## src/core/flash_reader_pkg.sv

```systemverilog
// Shared constants and types for the serial flash boot reader
// Assumes a 250 MHz system clock and a single flash bus owner at a time
package flash_reader_pkg;
    // Clock rates in MHz
    localparam int SYS_CLK_MHZ = 250;
    localparam int SCK_MAX_MHZ = 25;
    // Divider: shortest legal serial clock period in system cycles, rounded up
    localparam int DIV_W = 8;
    localparam logic [7:0] DIV_MIN = 8'((SYS_CLK_MHZ + SCK_MAX_MHZ - 1) / SCK_MAX_MHZ);
    // Configuration reset values, 31 cycles gives about 8.1 MHz
    localparam logic [7:0] CLK_DIV_RST = 8'h1f;
    localparam int GAP_W = 4;
    localparam logic [3:0] GAP_RST = 4'hf;
    localparam logic FAST_RST = 1'b0;
    localparam logic WIDE_RST = 1'b0;
    // Flash commands
    localparam logic [7:0] CMD_READ = 8'h03;
    localparam logic [7:0] CMD_FAST = 8'h0b;
    // Addressing
    localparam int ADDR_W = 28;
    localparam int SEL_LSB = 24;
    localparam logic [27:0] WORD_STEP = 28'h0000004;
    // Bit counts of the transaction phases
    localparam logic [5:0] HDR_NARROW = 6'h20;
    localparam logic [5:0] HDR_WIDE = 6'h28;
    localparam logic [5:0] DUMMY_BITS = 6'h08;
    localparam logic [5:0] WORD_BITS = 6'h20;
    // Access sizes
    localparam logic [1:0] SIZE_BYTE = 2'h0;
    localparam logic [1:0] SIZE_HALF = 2'h1;
    // Response buffer
    localparam int DATA_W = 32;
    localparam int FIFO_DEPTH = 4;

    typedef enum logic [2:0] {
        ST_IDLE = 3'b000,
        ST_GAP = 3'b001,
        ST_LOW = 3'b010,
        ST_HIGH = 3'b011,
        ST_PUSH = 3'b100,
        ST_WAIT = 3'b101
    } eng_state_type;
endpackage : flash_reader_pkg

```

## src/core/stream_fifo.sv

```systemverilog
// Small synchronous FIFO with registered full and empty flags
// Assumes one clock, active-low asynchronous reset, DEPTH a power of two
module stream_fifo #(
    parameter int WIDTH = 32,
    parameter int DEPTH = 4
) (
    input wire logic clk_i,
    input wire logic rstn_i,
    input wire logic in_valid_i,
    output logic in_ready_o,
    input wire logic [WIDTH-1:0] in_data_i,
    output logic out_valid_o,
    input wire logic out_ready_i,
    output logic [WIDTH-1:0] out_data_o
);
    localparam int AW = $clog2(DEPTH);
    logic [WIDTH-1:0] mem_r [DEPTH];
    logic [AW-1:0] wp_r;
    logic [AW-1:0] rp_r;
    logic [AW:0] cnt_r;
    logic [AW:0] cnt_nxt;
    logic push;
    logic pop;

    assign push = in_valid_i && in_ready_o;
    assign pop = out_valid_o && out_ready_i;
    assign cnt_nxt = cnt_r + {{AW{1'b0}}, push} - {{AW{1'b0}}, pop};
    assign out_data_o = mem_r[rp_r];

    for (genvar i = 0; i < DEPTH; i++) begin : g_entry
        always_ff @(posedge clk_i) begin
            if (push && wp_r == AW'(i)) begin
                mem_r[i] <= in_data_i;
            end
        end
    end

    always_ff @(posedge clk_i or negedge rstn_i) begin
        if (!rstn_i) begin
            wp_r <= '0;
            rp_r <= '0;
            cnt_r <= '0;
            in_ready_o <= 1'b1;
            out_valid_o <= 1'b0;
        end else begin
            wp_r <= push ? wp_r + 1'b1 : wp_r;
            rp_r <= pop ? rp_r + 1'b1 : rp_r;
            cnt_r <= cnt_nxt;
            in_ready_o <= cnt_nxt != (AW+1)'(DEPTH);
            out_valid_o <= cnt_nxt != '0;
        end
    end
endmodule : stream_fifo

```

## src/core/serial_flash_boot_reader.sv

```systemverilog
// Memory-mapped serial flash reader: bus reads become flash read transactions
// Assumes synchronous inputs, one 250 MHz clock and a flash in clock mode 0

module serial_flash_boot_reader
    import flash_reader_pkg::*;
(
    input wire logic mclk_i,
    input wire logic rstn_i,
    input wire logic req_valid_i,
    input wire logic [ADDR_W-1:0] req_addr_i,
    input wire logic [1:0] req_size_i,
    output logic req_ready_o,
    output logic rsp_valid_o,
    output logic [DATA_W-1:0] rsp_data_o,
    input wire logic rsp_ready_i,
    input wire logic cfg_load_i,
    input wire logic [DIV_W-1:0] clk_divider_i,
    input wire logic [GAP_W-1:0] select_idle_gap_i,
    input wire logic fast_read_select_i,
    input wire logic wide_address_enable_i,
    input wire logic owner_is_boot_i,
    input wire logic pin_override_enable_i,
    input wire logic ovr_sck_i,
    input wire logic ovr_sck_oen_i,
    input wire logic ovr_sdo_i,
    input wire logic ovr_sdo_oen_i,
    input wire logic [3:0] ovr_sel_n_i,
    input wire logic [3:0] ovr_sel_oen_i,
    input wire logic serial_data_in_i,
    output logic serial_clk_o,
    output logic serial_clk_oen_o,
    output logic serial_data_out_o,
    output logic serial_data_out_oen_o,
    output logic flash_select_zero_n_o,
    output logic flash_select_zero_oen_o,
    output logic [2:0] flash_select_upper_n_o,
    output logic [2:0] flash_select_upper_oen_o,
    output logic sampled_input_level_o
);
    eng_state_type state_r, state_nxt;
    logic [DIV_W-1:0] div_r, act_div_r, new_div, hi_len, lo_len, ph_cnt_r, ph_nxt;
    logic [GAP_W-1:0] gap_r, gap_left_r;
    logic fast_r, wide_r, act_fast_r, act_wide_r;
    logic [1:0] sel_r, req_off_r, req_size_r, fmt_off, fmt_size;
    logic [ADDR_W-1:0] cur_addr_r, req_word;
    logic [5:0] hdr_left_r, dat_left_r, hdr_load;
    logic [47:0] tx_sr_r, tx_load;
    logic [7:0] cmd;
    logic [31:0] rx_sr_r, rx_word, le_word, pf_data_r, push_data_r, fmt_src, fmt_out;
    logic demand_r, req_rdy_r, run, accept, hit, start, cs_act, ph_end;
    logic bit_end, word_end, frame_go, fifo_rdy, push_req;
    logic sck_nxt, sdo_nxt, sck_oen_nxt, sdo_oen_nxt;
    logic [3:0] eng_sel_n, sel_n_nxt, sel_oen_nxt;
    logic sck_pin_r, sdo_pin_r, sck_oen_r, sdo_oen_r;
    logic [3:0] sel_pin_n_r, sel_oen_r;

    // Request decode
    assign run = owner_is_boot_i && !pin_override_enable_i;
    assign accept = req_valid_i && req_rdy_r;
    assign req_word = {req_addr_i[ADDR_W-1:2], 2'h0};
    assign hit = run && state_r == ST_WAIT && req_word == cur_addr_r
        && (act_wide_r || req_addr_i[SEL_LSB+:2] == sel_r);
    assign start = accept && (state_r == ST_IDLE || !hit);
    assign new_div = (div_r < DIV_MIN) ? DIV_MIN : div_r;
    assign hi_len = {1'b0, act_div_r[DIV_W-1:1]};
    assign lo_len = act_div_r - hi_len;
    assign ph_end = ph_cnt_r == 8'h00;
    assign bit_end = run && state_r == ST_HIGH && ph_end;
    assign word_end = bit_end && hdr_left_r == 6'h00 && dat_left_r == 6'h01;
    assign frame_go = run && state_r == ST_GAP && ph_end && gap_left_r == 4'h0;
    assign cs_act = state_r inside {ST_LOW, ST_HIGH, ST_PUSH, ST_WAIT};
    // No push while the engine is frozen by override or ownership
    assign push_req = run && state_r == ST_PUSH;

    // Command and header layout
    assign cmd = act_fast_r ? CMD_FAST : CMD_READ;
    assign tx_load = act_wide_r ? {cmd, 4'h0, cur_addr_r, 8'h00}
                                : {cmd, cur_addr_r[23:0], 16'h0000};
    assign hdr_load = (act_wide_r ? HDR_WIDE : HDR_NARROW)
        + (act_fast_r ? DUMMY_BITS : 6'h00);

    // Received bytes arrive lowest address first
    assign rx_word = {rx_sr_r[30:0], serial_data_in_i};
    assign le_word = {rx_word[7:0], rx_word[15:8], rx_word[23:16], rx_word[31:24]};
    assign fmt_src = hit ? pf_data_r : le_word;
    assign fmt_off = hit ? req_addr_i[1:0] : req_off_r;
    assign fmt_size = hit ? req_size_i : req_size_r;
    assign fmt_out = (fmt_src >> {fmt_off, 3'h0})
        & (fmt_size == SIZE_BYTE ? 32'h000000ff :
           fmt_size == SIZE_HALF ? 32'h0000ffff : 32'hffffffff);

    // Pin selection between engine and software
    assign eng_sel_n = cs_act ? ~(4'h1 << sel_r) : 4'hf;
    assign sck_nxt = pin_override_enable_i ? ovr_sck_i : state_r == ST_HIGH;
    assign sdo_nxt = pin_override_enable_i ? ovr_sdo_i : tx_sr_r[47];
    assign sel_n_nxt = pin_override_enable_i ? ovr_sel_n_i : eng_sel_n;
    assign sck_oen_nxt = !owner_is_boot_i || (pin_override_enable_i && ovr_sck_oen_i);
    assign sdo_oen_nxt = !owner_is_boot_i || (pin_override_enable_i && ovr_sdo_oen_i);
    assign sel_oen_nxt = !owner_is_boot_i ? 4'hf
        : pin_override_enable_i ? ovr_sel_oen_i : 4'h0;

    // Engine sequencing
    always_comb begin
        state_nxt = state_r;
        if (!run) begin
            if (state_r == ST_IDLE && accept) begin
                state_nxt = ST_GAP;
            end else if (state_r == ST_WAIT) begin
                state_nxt = accept ? ST_GAP : ST_IDLE;
            end
        end else begin
            unique case (state_r)
                ST_IDLE: if (accept) state_nxt = ST_GAP;
                ST_GAP: if (frame_go) state_nxt = ST_LOW;
                ST_LOW: if (ph_end) state_nxt = ST_HIGH;
                ST_HIGH: begin
                    if (ph_end) begin
                        state_nxt = !word_end ? ST_LOW : demand_r ? ST_PUSH : ST_WAIT;
                    end
                end
                ST_PUSH: if (fifo_rdy) state_nxt = ST_LOW;
                ST_WAIT: if (accept) state_nxt = hit ? ST_PUSH : ST_GAP;
                default: state_nxt = ST_IDLE;
            endcase
        end
    end

    // Phase counter: gap periods, then low and high halves of each clock
    always_comb begin
        ph_nxt = ph_cnt_r;
        if (start) begin
            ph_nxt = new_div - 8'h01;
        end else if (run && state_r == ST_GAP) begin
            ph_nxt = !ph_end ? ph_cnt_r - 8'h01
                   : (gap_left_r == 4'h0) ? lo_len - 8'h01 : act_div_r - 8'h01;
        end else if (run && state_r == ST_LOW) begin
            ph_nxt = ph_end ? hi_len - 8'h01 : ph_cnt_r - 8'h01;
        end else if (run && state_r == ST_HIGH) begin
            ph_nxt = ph_end ? lo_len - 8'h01 : ph_cnt_r - 8'h01;
        end else if (state_r == ST_PUSH || state_r == ST_WAIT) begin
            ph_nxt = lo_len - 8'h01;
        end
    end

    always_ff @(posedge mclk_i or negedge rstn_i) begin
        if (!rstn_i) begin
            state_r <= ST_IDLE;
            ph_cnt_r <= 8'h00;
            req_rdy_r <= 1'b0;
        end else begin
            state_r <= state_nxt;
            ph_cnt_r <= ph_nxt;
            req_rdy_r <= state_nxt == ST_IDLE || state_nxt == ST_WAIT;
        end
    end

    // Configuration held from reset values until software loads new ones
    always_ff @(posedge mclk_i or negedge rstn_i) begin
        if (!rstn_i) begin
            div_r <= CLK_DIV_RST;
            gap_r <= GAP_RST;
            fast_r <= FAST_RST;
            wide_r <= WIDE_RST;
        end else if (cfg_load_i) begin
            div_r <= clk_divider_i;
            gap_r <= select_idle_gap_i;
            fast_r <= fast_read_select_i;
            wide_r <= wide_address_enable_i;
        end
    end

    // Active copy changes only while the select is released
    always_ff @(posedge mclk_i or negedge rstn_i) begin
        if (!rstn_i) begin
            act_div_r <= CLK_DIV_RST;
            act_fast_r <= FAST_RST;
            act_wide_r <= WIDE_RST;
        end else if (start) begin
            act_div_r <= new_div;
            act_fast_r <= fast_r;
            act_wide_r <= wide_r;
        end
    end

    // Request capture and word address tracking
    always_ff @(posedge mclk_i or negedge rstn_i) begin
        if (!rstn_i) begin
            cur_addr_r <= '0;
            sel_r <= 2'h0;
            req_off_r <= 2'h0;
            req_size_r <= 2'h0;
            demand_r <= 1'b0;
            gap_left_r <= 4'h0;
        end else begin
            if (start) begin
                cur_addr_r <= req_word;
                sel_r <= wide_r ? 2'h0 : req_addr_i[SEL_LSB+:2];
                gap_left_r <= gap_r;
                demand_r <= 1'b1;
            end else if (push_req && fifo_rdy) begin
                cur_addr_r <= cur_addr_r + WORD_STEP;
                demand_r <= 1'b0;
            end else if (run && state_r == ST_GAP && ph_end && gap_left_r != 4'h0) begin
                gap_left_r <= gap_left_r - 4'h1;
            end
            if (accept) begin
                req_off_r <= req_addr_i[1:0];
                req_size_r <= req_size_i;
            end
        end
    end

    // Shifters: out on the falling edge, in just before it
    always_ff @(posedge mclk_i or negedge rstn_i) begin
        if (!rstn_i) begin
            tx_sr_r <= '0;
            rx_sr_r <= '0;
            hdr_left_r <= 6'h00;
            dat_left_r <= 6'h00;
        end else if (frame_go) begin
            tx_sr_r <= tx_load;
            hdr_left_r <= hdr_load;
            dat_left_r <= WORD_BITS;
        end else if (bit_end && hdr_left_r != 6'h00) begin
            tx_sr_r <= {tx_sr_r[46:0], 1'b0};
            hdr_left_r <= hdr_left_r - 6'h01;
        end else if (bit_end) begin
            rx_sr_r <= rx_word;
            dat_left_r <= word_end ? WORD_BITS : dat_left_r - 6'h01;
        end
    end

    // Prefetched word and the word handed to the buffer
    always_ff @(posedge mclk_i or negedge rstn_i) begin
        if (!rstn_i) begin
            pf_data_r <= 32'h00000000;
            push_data_r <= 32'h00000000;
        end else begin
            if (word_end) begin
                pf_data_r <= le_word;
            end
            if ((word_end && demand_r) || (accept && hit)) begin
                push_data_r <= fmt_out;
            end
        end
    end

    // Registered pins
    always_ff @(posedge mclk_i or negedge rstn_i) begin
        if (!rstn_i) begin
            sck_pin_r <= 1'b0;
            sdo_pin_r <= 1'b0;
            sel_pin_n_r <= 4'hf;
            sck_oen_r <= 1'b1;
            sdo_oen_r <= 1'b1;
            sel_oen_r <= 4'hf;
            sampled_input_level_o <= 1'b0;
        end else begin
            sck_pin_r <= sck_nxt;
            sdo_pin_r <= sdo_nxt;
            sel_pin_n_r <= sel_n_nxt;
            sck_oen_r <= sck_oen_nxt;
            sdo_oen_r <= sdo_oen_nxt;
            sel_oen_r <= sel_oen_nxt;
            sampled_input_level_o <= serial_data_in_i;
        end
    end

    assign req_ready_o = req_rdy_r;
    assign serial_clk_o = sck_pin_r;
    assign serial_data_out_o = sdo_pin_r;
    assign serial_clk_oen_o = sck_oen_r;
    assign serial_data_out_oen_o = sdo_oen_r;
    assign flash_select_zero_n_o = sel_pin_n_r[0];
    assign flash_select_upper_n_o = sel_pin_n_r[3:1];
    assign flash_select_zero_oen_o = sel_oen_r[0];
    assign flash_select_upper_oen_o = sel_oen_r[3:1];

    stream_fifo #(
        .WIDTH(DATA_W),
        .DEPTH(FIFO_DEPTH)
    ) u_rsp_fifo (
        .clk_i(mclk_i),
        .rstn_i(rstn_i),
        .in_valid_i(push_req),
        .in_ready_o(fifo_rdy),
        .in_data_i(push_data_r),
        .out_valid_o(rsp_valid_o),
        .out_ready_i(rsp_ready_i),
        .out_data_o(rsp_data_o)
    );

    // Checks
    property p_one_sel;
        @(posedge mclk_i) disable iff (!rstn_i)
        !$past(pin_override_enable_i) |-> $countones(~sel_pin_n_r) <= 1;
    endproperty
    a_one_sel: assert property (p_one_sel) else $error("two selects active");

    property p_wide_sel;
        @(posedge mclk_i) disable iff (!rstn_i)
        act_wide_r && cs_act |-> sel_r == 2'h0;
    endproperty
    a_wide_sel: assert property (p_wide_sel) else $error("wide mode off select 0");

    property p_ovr_pins;
        @(posedge mclk_i) disable iff (!rstn_i)
        pin_override_enable_i && owner_is_boot_i |=> serial_clk_o == $past(ovr_sck_i)
            && serial_data_out_oen_o == $past(ovr_sdo_oen_i);
    endproperty
    a_ovr_pins: assert property (p_ovr_pins) else $error("override pins wrong");

    property p_sel_pick;
        @(posedge mclk_i) disable iff (!rstn_i)
        start && !wide_r |=> sel_r == $past(req_addr_i[SEL_LSB+:2]);
    endproperty
    a_sel_pick: assert property (p_sel_pick) else $error("wrong select");

    property p_header;
        @(posedge mclk_i) disable iff (!rstn_i)
        frame_go |=> tx_sr_r[47:40] == (act_fast_r ? CMD_FAST : CMD_READ)
            && hdr_left_r == (act_wide_r ? 6'h28 : 6'h20) + (act_fast_r ? 6'h08 : 6'h00);
    endproperty
    a_header: assert property (p_header) else $error("bad header");

    property p_gap;
        @(posedge mclk_i) disable iff (!rstn_i)
        $fell(cs_act) && run && state_r == ST_GAP |-> !cs_act [*8];
    endproperty
    a_gap: assert property (p_gap) else $error("select gap too short");

    property p_sample;
        @(posedge mclk_i) disable iff (!rstn_i)
        bit_end && hdr_left_r == 6'h00 && !pin_override_enable_i
            |=> rx_sr_r[0] == $past(serial_data_in_i) && serial_clk_o;
    endproperty
    a_sample: assert property (p_sample) else $error("sample not before fall");

    property p_prefetch;
        @(posedge mclk_i) disable iff (!rstn_i)
        state_r == ST_PUSH && fifo_rdy && run |=> state_r == ST_LOW && dat_left_r == 6'h20;
    endproperty
    a_prefetch: assert property (p_prefetch) else $error("no prefetch");

    property p_byte;
        @(posedge mclk_i) disable iff (!rstn_i)
        state_r == ST_PUSH && req_size_r == SIZE_BYTE |-> push_data_r[31:8] == 24'h000000;
    endproperty
    a_byte: assert property (p_byte) else $error("byte read not masked");

    property p_cfg_hold;
        @(posedge mclk_i) disable iff (!rstn_i)
        cs_act && $past(cs_act) |-> $stable(act_div_r) && $stable(act_wide_r);
    endproperty
    a_cfg_hold: assert property (p_cfg_hold) else $error("config changed mid access");
endmodule : serial_flash_boot_reader

```

## config.mk

```make
export PLATFORM = sky130hd
export DESIGN_NAME = serial_flash_boot_reader
export DESIGN_NICKNAME = d
export VERILOG_FILES = /design/src/core/flash_reader_pkg.sv /design/src/core/stream_fifo.sv /design/src/core/serial_flash_boot_reader.sv
export SDC_FILE = /design/constraint.sdc
export NUM_CORES = 1
export LEC_CHECK = 0
export ABC_AREA = 1
export BUFFER_PORTS_ARGS = -buffer_cell sky130_fd_sc_hd__buf_2
export CAP_MARGIN = 25
export CORE_MARGIN = 3
export CORE_UTILIZATION = 41
export DETAILED_ROUTE_END_ITERATION = 10
export PLACE_DENSITY = 0.62
export SETUP_SLACK_MARGIN = 0.05
export SLEW_MARGIN = 10
export SYNTH_ARGS = -nofsm -noshare
export SYNTH_HDL_FRONTEND = slang
export SYNTH_HIERARCHICAL = 1
export SYNTH_SLANG_ARGS = --single-unit
```

## constraint.sdc

```tcl
create_clock -name mclk_i -period 2.62 [get_ports mclk_i]
set_input_delay 0.262 -clock mclk_i [delete_from_list [all_inputs] [get_ports mclk_i]]
set_output_delay 0.262 -clock mclk_i [all_outputs]
set_load 0.02 [all_outputs]
```

==> run metrics, run 1 <==
Ports=111; Ys Warns=6; vias per inst=5.08; P_leak=10.8 nW; TritonRoute pass-1 iters=5; placed cell area=20100 µm²; vias in the first global route=14600; Mapped Area=18700 µm²; Die Y=220 µm; H-tree depth=2; die area=48200 µm²; actual slew at the worst max-slew pin=0.833 ns; Clock Path Buffers=3; Placed Cells=2869; ant diodes=0; clk sink count=368; pwr dens=928 nW/µm²; outcome=finished, final reports clean; grt ovf=0; Primary FF master, synth=dfrtp_1; Clk pin slew, worst setup/hold paths=0.06 ns; initial antenna violation count=0; first-pass GRT wire length=81.2 mm; Worst Slack Setup Final=0.219 ns; final wirelength=50.8 mm; HP Class=input port to register; fin crit share=91.7%; achievable frequency=416 MHz; FFs w/ async S/R, synth=65.2%; VDD IR max=713 µV; dpl hpwl=35.7 mm; Placer Congestion=0.985; final setup TNS=0 ns; post-synthesis register bit count=368; Tot GR Track Use=21.3%; max-cap violations=0; Critical Path RT=3.12 ns; Final Cell Area=22300 µm²; Syn Inst Count=2191; Setup Crit Path Kind=register to register; largest net degree at the start of global routing=96; Crit. End Element=register; most common cell after layout, fill and taps aside=nand2_1; Fin. Hold Viols=0; clock root buffer=clkbuf_16; P&R area growth vs syn=19.4%; Non-Filler Instances=3012; Synth cell types=53; TritonCTS buffer count=42; CTS tree=built; Final ANT Viol Nets=0; critical path arrival=2.90 ns; Post-synth EDFFs=128; Post-route DRC=0; IO buf count=110; via count=15300; pre-CTS setup slack=0.0675 ns; FP Rows=77; wire length per cell=16.9 µm; CP Launch Type=register; fin nets=2485; Final Max Slew Viols=0; Clk Latency, worst-skew pair=0.57 ns; Setup Viol. Count Final=0; largest fanout on the critical path=16; Initial Util=41.9%; minimum clock period=2.40 ns; layout cells sized above 1=14.4%; die span in x=220 µm; most frequent cells in the layout=nand2_1, inv_1, dfrtp_1; initial detailed-routing violation count=1156; Seq/Total Area, Yosys=52.9%; Slew headroom=44.5%; Setup Skew=0.0131 ns; core area=44600 µm²; Syn Nets=2290; RSZ-0062 raised after global routing=false; syn_area_per_cell=8.53 µm²
[cells in the mapped netlist (2+ instances only)]
master | instances | area share (%)
dfstp_2 | 25 | 3.5
o21ai_0 | 147 | 3.9
nand2_4 | 2 | 0.12
mux2_2 | 2 | 0.12
edfxtp_1 | 128 | 21
and2_1 | 5 | 0.17
nand3_1 | 157 | 4.2
nand2_2 | 3 | 0.10
inv_1 | 292 | 5.9
nor2_2 | 3 | 0.10
xor2_1 | 42 | 2.0
buf_4 | 3 | 0.12
o21ai_1 | 5 | 0.13
and2_0 | 3 | 0.10
a21oi_1 | 30 | 0.80
a31oi_1 | 7 | 0.23
nor3_1 | 18 | 0.48
o21bai_1 | 2 | 0.080
o2111ai_1 | 13 | 0.61
nand4_1 | 17 | 0.57
clkinv_1 | 2 | 0.040
o211ai_1 | 79 | 3.2
o21ai_2 | 10 | 0.47
nor3_2 | 2 | 0.11
dfrtp_1 | 215 | 29
o221ai_1 | 17 | 0.80
buf_2 | 30 | 0.80
inv_2 | 10 | 0.20
o22ai_1 | 16 | 0.54
xnor2_1 | 10 | 0.47
ha_1 | 33 | 2.2
clkbuf_2 | 2 | 0.054
nand2_1 | 685 | 14
buf_6 | 15 | 0.90
fa_1 | 2 | 0.21
nor2_1 | 101 | 2.0
clkbuf_1 | 42 | 0.84
[power breakdown]
part	switching [mW]	internal, mW
clock network	2.44	3.57
registers	0.561	6.52
logic	5.04	2.57
total	8.05	12.7
[final cells by class]
| cell class | count | area (µm²) |
|---|---|---|
| timing repair buffer | 244 | 1870 |
| inverter | 305 | 1160 |
| clock inverter | 25 | 295 |
| tap | 592 | 741 |
| multi-input combinational | 1425 | 7240 |
| clock buffer | 53 | 1120 |
| fill | 4221 | 22300 |
| sequential | 368 | 9880 |
[registers in the layout, indices dropped and copies added (netlist names), 8 cells and up]
signal,flops
act_div_r,8
cur_addr_r,26
div_r,8
pf_data_r,32
ph_cnt_r,8
push_data_r,32
rx_sr_r,31
tx_sr_r,38
u_rsp_fifo/mem_r,128
[per-layer routing]
metal	GRT usage, %	routed length (µm)	share of wire [%]	up-vias
li1	-	-	-	7548
met3	3.34	2720	5.4	71
met2	33.0	22700	45	387
met4	5.27	1070	2.1	0
met1	31.4	24300	48	7282
met5	0	0	0	-
[metrics by stage]
step                      utilization [%]  total power [mW]  hold slack (ns)
after floorplan                         -              12.2          -0.0336
after global placement               45.2              14.4            0.349
after detailed placement             45.2              14.5            0.350
after CTS                            49.4              20.7          0.00292
after global routing                 50.0              22.0           0.0363
final                                50.0              20.7           0.0252
[critical path: stages (launching register included)]
cell	delay (ns)
dfrtp_1	0.43
inv_2	0.13
nand2_1	0.11
nor2_4	0.18
nand2_1	0.08
nor2_1	0.10
nand2_1	0.09
nor2_4	0.18
buf_4	0.17
nand3_1	0.14
nand2_4	0.14
buf_6	0.18
nand2_1	0.08
nand3_1	0.10
nand3_1	0.15
nand2_1	0.09
[final timing paths]
path	end	from	slack (ns)	cells after the start
max	push_data_r[2]	state_r[1]	0.22	15
min	req_off_r[0]	req_addr_i[0]	0.03	3
max reg2reg	push_data_r[2]	state_r[1]	0.22	15
min reg2reg	pf_data_r[25]	pf_data_r[25]	0.48	2
max in group asynchronous	cur_addr_r[10]	rstn_i	1.46	3
min in group asynchronous	pf_data_r[10]	rstn_i	0.29	2
[cell families (layout without fill, tap and decap cells)]
group                      count (synthesis)  count (layout)  share of synthesized area [%]
muxes                                      2               2                          0.120
and+or+nand+nor                         1003            1003                           22.1
buffers and inverters                    398             627                           8.88
AOI/OAI and AO/OA                        333             333                           11.1
adders and majority gates                 35              35                           2.42
xor gates and xnor gates                  52              52                           2.44
DFF                                      368             368                           52.9
[repair_timing]
| action | CTS | global route |
|---|---|---|
| pin swaps | 0 | 7 |
| gates cloned | 0 | 0 |
| endpoints found under the setup margin | 1 | 95 |
| buffers inserted | 0 | 19 |
| endpoints found under the hold margin | 127 | 0 |
| resized for setup | 1 | 47 |
| hold buffers | 46 | 0 |
No activity file was read; power rests on OpenSTA's default activity.
==> run 2, diff against run 1 <==
--- a/config.mk
+++ b/config.mk
@@ -11,10 +11,11 @@
 export CORE_MARGIN = 3
 export CORE_UTILIZATION = 41
 export DETAILED_ROUTE_END_ITERATION = 10
-export PLACE_DENSITY = 0.62
+export PLACE_DENSITY = 0.59
 export SETUP_SLACK_MARGIN = 0.05
 export SLEW_MARGIN = 10
 export SYNTH_ARGS = -nofsm -noshare
 export SYNTH_HDL_FRONTEND = slang
 export SYNTH_HIERARCHICAL = 1
 export SYNTH_SLANG_ARGS = --single-unit
+export TNS_END_PERCENT = 100
==> constraint.sdc (replaced) <==
create_clock -name mclk_i -period 2.35 [get_ports mclk_i]
set_input_delay 0.235 -clock mclk_i [delete_from_list [all_inputs] [get_ports mclk_i]]
set_output_delay 0.235 -clock mclk_i [all_outputs]
set_load 0.02 [all_outputs]
==> run 2 against run 1 <==
Clock skew increased by 0.022 ns. Sequential cell count unchanged. Sequential power increased by 10%. Global-route usage increased by 0.78 points. First-iteration DRC count increased by 0.78%. Highest routed layer is now met5. Critical endpoint is now ph_cnt_r[6]. Sequential share of layout area decreased by 2.0 points.
==> run metrics, run 2 (synthesized netlist as in run 1, its figures left out) <==
outcome=finished, final reports clean; Setup Skew=0.0348 ns; TritonCTS buffer count=42; wire length per cell=17.4 µm; initial detailed-routing violation count=1165; clk sink count=368; final wirelength=53.9 mm; initial antenna violation count=1; max-cap violations=0; largest fanout on the critical path=5; CP max stage cell=dfstp_2; clock root buffer=clkbuf_16; fin crit share=96.0%; layout cells sized above 1=19.5%; Ports=111; core area=44600 µm²; max reg flops=128; Initial Util=41.9%; Placer Congestion=0.946; via count=15800; RSZ-0062 raised after global routing=true; Die Y=220 µm; IO buf count=110; Tot Pwr=24.2 mW; fillers=4136; Clk pin slew, worst setup/hold paths=0.06 ns; Tot GR Track Use=22.1%; dpl hpwl=37.7 mm; TritonRoute pass-1 iters=5; Clk Latency, worst-skew pair=0.59 ns; CTS tree=built; Crit. End Element=register; Final Max Slew Viols=0; vias per inst=5.08; first-pass GRT wire length=83.3 mm; HP Class=input port to register; Top reg by flops=u_rsp_fifo/mem_r; VDD IR max=681 µV; P&R area growth vs syn=25.0%; Final Cell Area=23400 µm²; most frequent cells in the layout=nand2_1, inv_1, dfrtp_1; Final ANT Viol Nets=0; minimum clock period=2.26 ns; CP Launch Type=register; actual slew at the worst max-slew pin=0.555 ns; most common cell after layout, fill and taps aside=nand2_1; critical path arrival=2.72 ns; Largest regs=u_rsp_fifo/mem_r (128), tx_sr_r (38); P_leak=11.2 nW; achievable frequency=443 MHz; Critical Path RT=2.81 ns; FP Rows=77; die area=48200 µm²; CP Buf/Inv Count=2; vias in the first global route=14900; H-tree depth=2; fin nets=2578; Post-route DRC=0; max incr delay on CP=0.52 ns; Clock Path Buffers=3; CP cell instances=inv_1 > ha_4 > buf_4 > nor2_1 > nand4_1 > nand4_1 > nand3_1 > o21ai_0 > nand2_1 > nand2_1 > nand3_1 > a21oi_1 > nor2_1; Fin. Hold Viols=0; die span in x=220 µm; placed cell area=20700 µm²; pwr dens=1030 nW/µm²; Setup Crit Path Kind=register to register; grt ovf=0; Slew headroom=63.0%; critical path's top delay family=simple AND/OR/NAND/NOR gates; Setup Viol. Count Final=0; largest net degree at the start of global routing=78; ant diodes=0
==> run 2: layout make-up <==
class | count | area, µm² | share of cell area (%)
sequential | 368 | 9890 | 42.3
multi-input combinational | 1427 | 7470 | 32.0
timing repair buffer | 334 | 2700 | 11.5
clock buffer | 58 | 1200 | 5.15
inverter | 305 | 1160 | 4.95
tap | 592 | 741 | 3.17
clock inverter | 20 | 205 | 0.878
timing repair inverter | 1 | 5.00 | 0.0214
==> run 2: per-layer routing <==
layer	track usage, %	wire (µm)
met5	0	7
met4	5.01	1100
met3	3.76	2740
met2	34.5	24100
met1	32.3	26000
==> run 2: final timing paths <==
path                                from               end  slack [ns]  cells after the start
max                         act_div_r[4]       ph_cnt_r[6]        0.09                     13
min                        req_addr_i[2]     cur_addr_r[2]        0.03                      3
max reg2reg                 act_div_r[4]       ph_cnt_r[6]        0.09                     13
min reg2reg                pf_data_r[18]     pf_data_r[18]        0.48                      2
max in group asynchronous         rstn_i  serial_clk_oen_o        1.45                      3
min in group asynchronous         rstn_i       rx_sr_r[24]        0.12                      2
==> run 2: stage by stage <==
stage | hold slack [ns] | std cells | utilization, % | setup TNS [ns] | setup WS, ns
6_report | 0.0310 | 3105 | 52.4 | 0 | 0.0935
4_1_cts | 0.00273 | 3072 | 50.9 | 0 | 0.0503
2_1_floorplan | -0.0606 | 2191 | - | -43.30 | -0.338
5_1_grt | 0.0175 | 3105 | 52.4 | -0.0890 | -0.0368
3_5_place_dp | 0.142 | 2938 | 46.5 | -0.154 | -0.0328
3_3_place_gp | 0.142 | 2938 | 46.5 | -0.340 | -0.0383
==> run 2: worst min-delay path: cells and delay by family <==
kind            cells  cell delay (ns)
buf+inv             2             0.19
compound gates      1             0.12
==> run 2: where the power goes <==
| group | total [mW] | internal [mW] | switching, mW |
|---|---|---|---|
| Sequential | 7.82 | 7.27 | 0.557 |
| Combinational | 9.76 | 3.71 | 6.05 |
| Clock | 6.57 | 3.76 | 2.81 |
| Total | 24.2 | 14.7 | 9.42 |
==> run 2: repair_timing <==
action | in CTS | in global routing
endpoints found under the hold margin | 256 | 0
endpoints found under the setup margin | 31 | 125
hold buffers | 54 | 0
setup buffers | 2 | 28
gates resized for setup | 8 | 92
pin swaps | 1 | 18
gates cloned | 0 | 5
